==> src/rtl/pdvc_pkg.sv <==
// Overview of operation
// - Shift chain validity period register, eight bits.
// - Serial port validity period register, own address.
// - Network validity period register, own address.
// - Zero period never times out, default zero.
// - Period one to 255 gives milliseconds limit.
// - Missed production within period marks data invalid.
// - Outputs from invalid area switch to safe values.
// - Safe field: zeros, ones, or hold last.
// - Shift chain usage config, default three.
// - Bits two, one select reserved input registers.
// - Bit zero reserves output register for lamps.
// - Current shift chain assignment reported separately.
// - Script enable: zero off, one on, default zero.
// - Script port selects serial interface for script.
package pdvc_pkg;
	localparam logic [15:0] ADDR_SHIFT_VALID = 16'h0022;
	localparam logic [15:0] ADDR_SERIAL_VALID = 16'h0023;
	localparam logic [15:0] ADDR_NET_VALID = 16'h0024;
	localparam logic [15:0] ADDR_USAGE_CFG = 16'h0025;
	localparam logic [15:0] ADDR_USAGE_CUR = 16'h0026;
	localparam logic [15:0] ADDR_SCRIPT_EN = 16'h0032;
	localparam logic [15:0] ADDR_SCRIPT_PORT = 16'h0033;
	localparam logic [7:0] RST_VALID = 8'h00;
	localparam logic [7:0] RST_USAGE = 8'h03;
	localparam logic [7:0] RST_SCRIPT_EN = 8'h00;
	localparam logic [7:0] RST_SCRIPT_PORT = 8'h01;
	localparam logic [7:0] USAGE_MASK = 8'h07;
	localparam logic [1:0] SAFE_ZEROS = 2'h0;
	localparam logic [1:0] SAFE_ONES = 2'h1;
	localparam logic [1:0] SAFE_HOLD = 2'h2;
	localparam int CLK_HZ = 100000000;
	localparam int MS_PER_S = 1000;
	localparam int MS_CYCLES = CLK_HZ / MS_PER_S;
	localparam int NUM_IF = 3;
	typedef enum logic [1:0] {PDVC_IDLE, PDVC_RUN, PDVC_EXPIRED} pdvc_tmr_t;
endpackage

==> src/rtl/pdvc_ms_tick.sv <==
`timescale 1ns/1ns
// Divider making a one-cycle enable every millisecond.
module pdvc_ms_tick #(
	parameter int CYCLES = pdvc_pkg::MS_CYCLES
) (
	input  wire logic mclk_in,   // System clock.
	input  wire logic resetn_in, // Asynchronous reset, active low.
	output logic      tick_out   // One-cycle millisecond pulse.
);
	logic [31:0] cnt_r;
	logic [31:0] cnt_nxt;
	logic        tick_nxt;

	// Count down and pulse at wrap.
	always_comb begin
		tick_nxt = (cnt_r == 32'h0);
		cnt_nxt = tick_nxt ? 32'(CYCLES - 1) : cnt_r - 32'h1;
	end

	// Register the divider.
	always_ff @(posedge mclk_in or negedge resetn_in) begin
		if (!resetn_in) begin
			cnt_r <= 32'h0;
			tick_out <= 1'b0;
		end else begin
			cnt_r <= cnt_nxt;
			tick_out <= tick_nxt;
		end
	end
endmodule

==> src/rtl/pdvc_top.sv <==
`timescale 1ns/1ns
// Validity timers, shift chain usage and script configuration registers.
module pdvc_top #(
	parameter int MS_CYCLES = pdvc_pkg::MS_CYCLES,
	parameter int DW        = 8
) (
	input  wire logic          mclk_in,           // 100 MHz clock.
	input  wire logic          resetn_in,         // Asynchronous reset, active low.
	input  wire logic [15:0]   reg_addr_in,       // Register address.
	input  wire logic          reg_wr_in,         // Write strobe, one cycle.
	input  wire logic          reg_rd_in,         // Read strobe, one cycle.
	input  wire logic [7:0]    reg_wdata_in,      // Write data.
	output logic [7:0]         reg_rdata_out,     // Read data, next cycle.
	output logic               reg_ack_out,       // Read or write answered.
	output logic               reg_err_out,       // Unmapped address.
	input  wire logic          apply_in,          // Firmware commits staged values.
	input  wire logic [7:0]    nv_shift_valid_in, // Retained shift period.
	input  wire logic [7:0]    nv_serial_valid_in,// Retained serial period.
	input  wire logic [7:0]    nv_net_valid_in,   // Retained network period.
	input  wire logic [7:0]    nv_usage_in,       // Retained usage config.
	input  wire logic [7:0]    nv_script_en_in,   // Retained script enable.
	input  wire logic [7:0]    nv_script_port_in, // Retained script port.
	input  wire logic          nv_load_in,        // Load retained values, one cycle.
	input  wire logic [2:0]    produce_in,        // New production per interface.
	input  wire logic [5:0]    safe_sel_in,       // Two-bit safe field per interface.
	input  wire logic [3*DW-1:0] copy_data_in,    // Copied output data per interface.
	input  wire logic [2:0]    copy_src_in,       // Source interface feeding each output.
	output logic [2:0]         data_valid_out,    // Input data valid per interface.
	output logic [3*DW-1:0]    out_data_out,      // Output data after safe substitution.
	output logic [1:0]         in_reserve_out,    // Reserved input register usage.
	output logic               led_reserve_out,   // Output register 0 drives lamps.
	output logic               script_run_out,    // Script execution active.
	output logic               script_port_out    // Script serial port select.
);
	logic [7:0] period_r [3];
	logic [7:0] period_nxt [3];
	logic [7:0] usage_cfg_r, usage_cfg_nxt;
	logic [7:0] usage_cur_r, usage_cur_nxt;
	logic [7:0] script_en_r, script_en_nxt;
	logic [7:0] script_port_r, script_port_nxt;
	logic [7:0] rdata_nxt;
	logic       ack_nxt, err_nxt;
	logic       ms_tick;

	// Millisecond enable for all timers.
	pdvc_ms_tick #(.CYCLES(MS_CYCLES)) u_tick (
		.mclk_in  (mclk_in),
		.resetn_in(resetn_in),
		.tick_out (ms_tick)
	);

	// Register decode. Usage config writes are staged; apply copies them into force. Other writes take effect at once.
	always_comb begin
		for (int i = 0; i < 3; i++) period_nxt[i] = period_r[i];
		usage_cfg_nxt = usage_cfg_r;
		usage_cur_nxt = usage_cur_r;
		script_en_nxt = script_en_r;
		script_port_nxt = script_port_r;
		rdata_nxt = 8'h00;
		ack_nxt = reg_wr_in | reg_rd_in;
		err_nxt = 1'b0;
		if (nv_load_in) begin
			period_nxt[0] = nv_shift_valid_in;
			period_nxt[1] = nv_serial_valid_in;
			period_nxt[2] = nv_net_valid_in;
			usage_cfg_nxt = nv_usage_in & pdvc_pkg::USAGE_MASK;
			usage_cur_nxt = nv_usage_in & pdvc_pkg::USAGE_MASK;
			script_en_nxt = nv_script_en_in;
			script_port_nxt = nv_script_port_in;
		end else if (reg_wr_in) begin
			case (reg_addr_in)
				pdvc_pkg::ADDR_SHIFT_VALID: period_nxt[0] = reg_wdata_in;
				pdvc_pkg::ADDR_SERIAL_VALID: period_nxt[1] = reg_wdata_in;
				pdvc_pkg::ADDR_NET_VALID: period_nxt[2] = reg_wdata_in;
				pdvc_pkg::ADDR_USAGE_CFG: usage_cfg_nxt = reg_wdata_in & pdvc_pkg::USAGE_MASK;
				pdvc_pkg::ADDR_USAGE_CUR: usage_cur_nxt = reg_wdata_in & pdvc_pkg::USAGE_MASK;
				pdvc_pkg::ADDR_SCRIPT_EN: script_en_nxt = reg_wdata_in;
				pdvc_pkg::ADDR_SCRIPT_PORT: script_port_nxt = reg_wdata_in;
				default: err_nxt = 1'b1;
			endcase
		end else if (reg_rd_in) begin
			case (reg_addr_in)
				pdvc_pkg::ADDR_SHIFT_VALID: rdata_nxt = period_r[0];
				pdvc_pkg::ADDR_SERIAL_VALID: rdata_nxt = period_r[1];
				pdvc_pkg::ADDR_NET_VALID: rdata_nxt = period_r[2];
				pdvc_pkg::ADDR_USAGE_CFG: rdata_nxt = usage_cfg_r;
				pdvc_pkg::ADDR_USAGE_CUR: rdata_nxt = usage_cur_r;
				pdvc_pkg::ADDR_SCRIPT_EN: rdata_nxt = script_en_r;
				pdvc_pkg::ADDR_SCRIPT_PORT: rdata_nxt = script_port_r;
				default: err_nxt = 1'b1;
			endcase
		end
		if (apply_in && !nv_load_in) usage_cur_nxt = usage_cfg_nxt;
	end

	// Register bank state.
	always_ff @(posedge mclk_in or negedge resetn_in) begin
		if (!resetn_in) begin
			for (int i = 0; i < 3; i++) period_r[i] <= pdvc_pkg::RST_VALID;
			usage_cfg_r <= pdvc_pkg::RST_USAGE;
			usage_cur_r <= pdvc_pkg::RST_USAGE;
			script_en_r <= pdvc_pkg::RST_SCRIPT_EN;
			script_port_r <= pdvc_pkg::RST_SCRIPT_PORT;
			reg_rdata_out <= 8'h00;
			reg_ack_out <= 1'b0;
			reg_err_out <= 1'b0;
		end else begin
			for (int i = 0; i < 3; i++) period_r[i] <= period_nxt[i];
			usage_cfg_r <= usage_cfg_nxt;
			usage_cur_r <= usage_cur_nxt;
			script_en_r <= script_en_nxt;
			script_port_r <= script_port_nxt;
			reg_rdata_out <= rdata_nxt;
			reg_ack_out <= ack_nxt;
			reg_err_out <= err_nxt;
		end
	end

	// Usage and script outputs follow the values in force.
	always_ff @(posedge mclk_in or negedge resetn_in) begin
		if (!resetn_in) begin
			in_reserve_out <= 2'h0;
			led_reserve_out <= 1'b0;
			script_run_out <= 1'b0;
			script_port_out <= 1'b0;
		end else begin
			in_reserve_out <= usage_cur_r[2:1];
			led_reserve_out <= usage_cur_r[0];
			script_run_out <= (script_en_r == 8'h01);
			script_port_out <= script_port_r[0];
		end
	end

	// One validity timer and one safe-value output stage per interface.
	for (genvar g = 0; g < pdvc_pkg::NUM_IF; g++) begin : g_if
		logic [7:0] ms_r, ms_nxt;
		logic       valid_r, valid_nxt;
		logic [DW-1:0] held_r, held_nxt, out_nxt;
		logic [1:0] sel;
		logic       src_ok;

		// Count elapsed milliseconds since the last production.
		always_comb begin
			ms_nxt = ms_r;
			valid_nxt = valid_r;
			if (produce_in[g]) begin
				ms_nxt = 8'h00;
				valid_nxt = 1'b1;
			end else if (period_r[g] == 8'h00) begin
				valid_nxt = 1'b1;
				ms_nxt = 8'h00;
			end else if (ms_tick && valid_r) begin
				if (ms_r >= period_r[g]) begin
					valid_nxt = 1'b0;
				end else begin
					ms_nxt = ms_r + 8'h01;
				end
			end
		end

		// Pick the fallback data while the feeding area is invalid.
		always_comb begin
			sel = safe_sel_in[2*g +: 2];
			src_ok = valid_r;
			held_nxt = held_r;
			out_nxt = copy_data_in[DW*g +: DW];
			if (copy_src_in[g] && !src_ok) begin
				case (sel)
					pdvc_pkg::SAFE_ZEROS: out_nxt = '0;
					pdvc_pkg::SAFE_ONES: out_nxt = '1;
					pdvc_pkg::SAFE_HOLD: out_nxt = held_r;
					default: out_nxt = '0;
				endcase
			end else begin
				held_nxt = copy_data_in[DW*g +: DW];
			end
		end

		// Timer and output registers. The shared tick has a free phase, so expiry may come
		// up to one millisecond late but never before the full period has elapsed.
		always_ff @(posedge mclk_in or negedge resetn_in) begin
			if (!resetn_in) begin
				ms_r <= 8'h00;
				valid_r <= 1'b1;
				held_r <= '0;
				data_valid_out[g] <= 1'b1;
				out_data_out[DW*g +: DW] <= '0;
			end else begin
				ms_r <= ms_nxt;
				valid_r <= valid_nxt;
				held_r <= held_nxt;
				data_valid_out[g] <= valid_nxt;
				out_data_out[DW*g +: DW] <= out_nxt;
			end
		end
	end
endmodule

==> config.mk <==
export PLATFORM = sky130hd
export DESIGN_NAME = pdvc_top
export DESIGN_NICKNAME = d
export VERILOG_FILES = /design/src/rtl/pdvc_pkg.sv /design/src/rtl/pdvc_ms_tick.sv /design/src/rtl/pdvc_top.sv
export SDC_FILE = /design/constraint.sdc
export NUM_CORES = 1
export LEC_CHECK = 0
export ABC_CLOCK_PERIOD_IN_PS = 3000
export BUFFER_PORTS_ARGS = -buffer_cell sky130_fd_sc_hd__buf_2
export CORE_MARGIN = 2
export CORE_UTILIZATION = 43
export CTS_CLUSTER_DIAMETER = 60
export DETAILED_ROUTE_END_ITERATION = 7
export GPL_TIMING_DRIVEN = 0
export PLACE_DENSITY_LB_ADDON = 0.1
export SETUP_SLACK_MARGIN = 0.5
export SLEW_MARGIN = 20
export SYNTH_ARGS = -nofsm -noshare
export SYNTH_HDL_FRONTEND = slang
export SYNTH_SLANG_ARGS = --single-unit
==> constraint.sdc <==
create_clock -name mclk_in -period 3 [get_ports mclk_in]
set_clock_uncertainty 0.1 [all_clocks]
set_input_delay 0.3 -clock mclk_in [delete_from_list [all_inputs] [get_ports mclk_in]]
set_output_delay 0.3 -clock mclk_in [all_outputs]
set_load 0.1 [all_outputs]
* Word-level counts from Yosys, hierarchy flattened *
Cells that the tools add are included.

cells by class
  add/sub/neg operators = 4
  multiply operators = 0
  div/mod/pow operators = 0
  order comparisons = 3
  equality and inequality tests = 17
  shift-type cells = 0
  muxes and demuxes = 57
  bitwise gates (word level) = 1
  reductions and logical operators = 42

operators by type and width
  cell                                                 count
  two-way mux 8 bit                                    34
  == test 16 x 6 -> 1 bit (second input constant)      7
  case mux 8 bit (7 select lines)                      1
  two-way mux 24 bit                                   2
  case mux 8 bit (2 select lines)                      3
  zero test 32 bit                                     1
  two-way mux 32 bit                                   1
  subtractor 32 x 1 -> 32 bit (second input constant)  1
  adder 8 x 1 -> 8 bit (second input constant)         3
  greater-or-equal comparator 8 bit                    3
  zero test 8 bit                                      3
  AND reduction 2 bit                                  12
  nonzero test 3 bit                                   8
  two-way mux 1 bit                                    16
  nonzero test 2 bit                                   6
  inequality test 3 bit (second input constant)        3
  == test 8 x 1 -> 1 bit (second input constant)       1
  logical AND 1 bit                                    7
  OR reduction 7 bit                                   1
  == test 2 x 1 -> 1 bit (second input constant)       3
  == test 2 bit (second input constant)                3
  zero test 1 bit                                      4
  OR 1 bit                                             1

word-level totals
  flip-flop bits (word level) = 179
  bits in latches = 0
  memory bits (writable) = 0
  ROM bits = 0
  input port bits = 114
  output and inout bits = 42
  word-level logic and storage cells = 152
  memories kept = 0

* Depth between registers and ports, before layout *
  depth in word-level cells = 6
  gate-level depth with buffers = 9
  mapped depth without buffers = 7

* By module *
From an unflattened synthesis, not the netlist that was laid out.

unflattened totals
  cell total of the unflattened synthesis = 920
  area total of the unflattened synthesis = 9183.8 um^2

modules (own cells, without submodules)
  module        instances  cells each  area each (um^2)  sequential area each (um^2)
  pdvc_top      1          764         7552.2            3663.5
  pdvc_ms_tick  1          156         1631.6            825.8

* Worst setup path before layout *
Ideal clock, no wire load.

  path type = register to register
  from = register u_tick.cnt_r[13]
  to = register u_tick.cnt_r[26]
  setup time = 130 ps
  arrival time = 2245 ps
  data required time = 2770 ps
  path slack = 525 ps
  cell stages (with the launch flop) = 9
  path buffers = 2
  clock period less this slack = 2475 ps
  cells stage by stage = dfrtp_1 > or4_4 > nor4b_4 > nand3b_2 > or4_1 > buf_6 > inv_6 > buf_12 > a21oi_1

on the way
  longest elaborated chain between the ends = 2
  elaborated cells between the ends (all ways) = 3
  classes of those cells = add/sub: 1; mux: 1; reduce/logical: 1

RTL lines
  what                                                             RTL line                                text
  start: declaration                                               pdvc_ms_tick.sv:10                      logic [31:0] cnt_r;
  start signal: assignment                                         pdvc_ms_tick.sv:26                      cnt_r <= cnt_nxt;
  subtractor 32 x 1 -> 32 bit or zero test 32 bit (tied branches)  pdvc_ms_tick.sv:17, pdvc_ms_tick.sv:16
  two-way mux 32 bit *                                             pdvc_ms_tick.sv:17                      cnt_nxt = tick_nxt ? 32'(CYCLES - 1) : cnt_r - 32'h1;
  via u_tick.cnt_nxt[26]                                           pdvc_ms_tick.sv:11                      logic [31:0] cnt_nxt;

The timed path passes the listed nets; every way through them passes the cells marked *.
A chain may end at the register's enable or synchronous reset.

* Worst setup path after layout *
  from = register u_tick.cnt_r[15]
  to = register u_tick.cnt_r[20]

Same word-level chain as after synthesis.

==> impl_metrics.json <==
{
  "status": "complete, no violations",
  "swShare_pct": 26.9,
  "layout_common_cells": "170 x dfrtp_1, 169 x nand2_1, 149 x buf_2, 94 x o21ai_0, 63 x a21oi_1",
  "multi_input_area_sq_um": 4320,
  "areaGrowthSynthToFinish_pct": 27.9,
  "setup_violations": 0,
  "ff2ff_setup_slack_ns": 0.52,
  "power_frac_clock_pct": 42.4,
  "firstDrtPassIters": 8,
  "drc": 0,
  "utilization_pct": 55.6,
  "relSlewSlack_pct": 34.0,
  "crit_type": "flop to flop",
  "slew_viol_final": 0,
  "track_usage_pct": 22.0,
  "synthArstFlopShare_pct": 100,
  "holdPathEnd": "g_if[0].held_r[6]",
  "pin_count": 156,
  "path_common_cell": "or4_4",
  "seqPwrFrac_pct": 45.2,
  "whs_path_depth": 3,
  "drv_cap": 0,
  "grt_pass1_vias": 7507,
  "vias_per_cell": 5.32,
  "slowest_delay_ns": 0.56,
  "switchingPower_uw": 1540,
  "ir_drop_mv": 0.374,
  "finalWeightedCongestion": 0.848,
  "reg2reg_depth": 8,
  "timing.hold.ws_ns": 0.00400,
  "synth_cell_type_count": 56,
  "cts_htree_levels": 4,
  "critPathArrivalTime_ns": 2.69,
  "reg2reg_to": "u_tick.cnt_r[20]",
  "die_x_um": 149,
  "p_leak_uw": 0.00514,
  "grt_max_degree": 68,
  "grt_overflow": 0,
  "internal-power_uw": 4180,
  "vias": 7699,
  "wl_per_cell_um": 16.7,
  "endpoint_kind": "flop",
  "syn-num-nets": 1086,
  "timing.rr.start": "u_tick.cnt_r[15]",
  "fill_cells": 1918,
  "antenna_left": 0,
  "cp-start-kind": "flop",
  "port_buffers": 147,
  "pwr-share-comb_pct": 12.4,
  "drt-initial-drc-count": 549,
  "avgSynthCellArea_sq_um": 9.65,
  "synth_area_sq_um": 9040,
  "numCtsBuffers": 17,
  "final-seq-area_sq_um": 4490,
  "cts_sinks": 179,
  "synthFlopType": "dfrtp_1",
  "nets": 1309,
  "die_h_um": 149,
  "start_util_pct": 43.4,
  "cts_tree": "built",
  "cp_cell_sequence": "or4_4 -> nor4b_4 -> nand3b_4 -> or4_4 -> buf_8 -> clkinv_8 -> clkbuf_16 -> nor2_2",
  "diodes": 0,
  "grt_pass1_wl_mm": 38.5,
  "dieArea_sq_um": 22200,
  "clock_latency_ns": 0.43,
  "worstPathMaxFanout": 6,
  "hp-class": "input port to flop",
  "rows": 53,
  "layout_commonest_cell": "dfrtp_1",
  "synth-seq-cells": 179,
  "wirelength_mm": 24.1,
  "finalCriticalPeriod_ns": 2.48,
  "hold_path_startpoint": "copy_data_in[6]",
  "path_clk_slew_ns": 0.06,
  "hold_viol_final": 0,
  "dp_hpwl_mm": 17.1,
  "max_slew.worst_pin.slew_ns": 0.986,
  "worst_slack_ns": 0.522,
  "fmax_mhz": 404,
  "rsz0062_at_grt": "true",
  "root_buffer": "clkbuf_16",
  "crit_required_ns": 3.22,
  "synthCells": 937,
  "synth_seq_area_share_pct": 49.6,
  "antenna_found_initial": 0,
  "synth_edf_count": 0,
  "pre_cts_ws_ns": 0.166,
  "critPathSlowestCell": "or4_4",
  "cts_max_path_buffers": 2,
  "fin_crit_sh_pct": 82.6,
  "p_per_area_nw_per_um2": 494,
  "core-area_sq_um": 20800,
  "synth_warnings": 0,
  "drive_gt1_share_pct": 22.3
}
critical path: cells and delay by family, from the launching register on:
family                 cells  cell delay (ns)
and+or+nand+nor            5             1.50
buffers and inverters      3             0.35
DFF                        1             0.41
routing by layer:
layer | up-vias | share of wire (%) | global-route usage, %
li1 | 3722 | - | -
met1 | 3764 | 48 | 31.6
met2 | 188 | 47 | 34.8
met3 | 25 | 4.4 | 3.91
met4 | 0 | 1.2 | 4.95
met5 | - | 0 | 0
sequential cells by signal, indices dropped and copies added (netlist names):
| signal | count |
|---|---|
| script_run_out | 1 |
| period_r | 24 |
| g_if.src_ok | 3 |
| script_en_r | 8 |
| u_tick.cnt_r | 32 |
| reg_err_out | 1 |
| led_reserve_out | 1 |
| in_reserve_out | 2 |
| u_tick.tick_out | 1 |
| out_data_out | 24 |
| usage_cfg_r | 8 |
| usage_cur_r | 8 |
| reg_ack_out | 1 |
| script_port_r | 8 |
| script_port_out | 1 |
| g_if.held_r | 24 |
| g_if.ms_r | 24 |
| reg_rdata_out | 8 |
cell families after synthesis:
family,share of synthesized area [%]
and+or+nand+nor,18.6
AOI/OAI and AO/OA,13.1
xor gates and xnor gates,2.42
muxes,7.14
buffers and inverters,4.32
DFF,49.6
adders and majority gates,4.84
stage by stage:
step | power, uW | instance area (sq um) | std cells | setup TNS, ns
6_report | 5710 | 11600 | 1448 | 0
5_1_grt | 5950 | 11600 | 1448 | 0
4_1_cts | 5760 | 11300 | 1439 | 0
3_5_place_dp | 3290 | 10200 | 1361 | 0
3_3_place_gp | 3270 | 10100 | 1359 | -251.16
2_1_floorplan | 3010 | 9040 | 937 | 0
how the worst max path moves through the flow:
| stage | startpoint | end | slack [ns] |
|---|---|---|---|
| after detailed placement | reg_addr_in[13] | reg_rdata_out[3] | 0.17 |
| after floorplan | u_tick.cnt_r[13] | u_tick.cnt_r[26] | 0.53 |
| after CTS | u_tick.cnt_r[21] | u_tick.cnt_r[29] | 0.51 |
| final | u_tick.cnt_r[15] | u_tick.cnt_r[20] | 0.52 |
| after global placement | resetn_in | g_if[2].held_r[6] | -1.47 |
| after global routing | reg_addr_in[13] | reg_rdata_out[5] | 0.36 |
area by class of cell:
class	instances	area share (%)
inverter	42	1.47
timing repair buffer	204	11.8
multi-input combinational	669	37.3
tap	275	2.97
buffer	47	2.05
sequential	179	38.8
clock inverter	13	1.68
clock buffer	19	3.83
cell usage after synthesis, types with 10 or more instances:
master    count  area, sq um
nand4_1      10         62.6
xor2_1       19          166
mux2_2       12          135
nor2_1       48          180
dfrtp_1     171         4280
nand3_1      18         90.1
a21oi_1      64          320
buf_1        10         37.5
o21ai_0      96          480
or3_1        13         81.3
nor3_1       12         60.1
clkbuf_1     31          116
nand2_1     169          634
ha_1         35          438
o31ai_1      11         82.6
nor4_1       11         68.8
mux2i_1      51          510
inv_1        41          154
or4_1        12         90.1
power groups by stage:
stage / sequential (uW) / combinational (uW) / clock (uW)
CTS: 2580 / 707 / 2470
floorplan: 2780 / 227 / 0
global placement: 2630 / 645 / 0
global route: 2590 / 775 / 2580
detailed placement: 2630 / 662 / 0
finish: 2580 / 708 / 2420
repair_timing:
action | 4_1_cts | 5_1_grt
hold buffers | 43 | 0
endpoints found under the setup margin | 32 | 67
cloned | 0 | 2
pin swaps | 1 | 14
setup buffers | 3 | 7
hold endpoints to repair | 105 | 0
resized for setup | 4 | 51
Power figures use the tool's default switching activity.
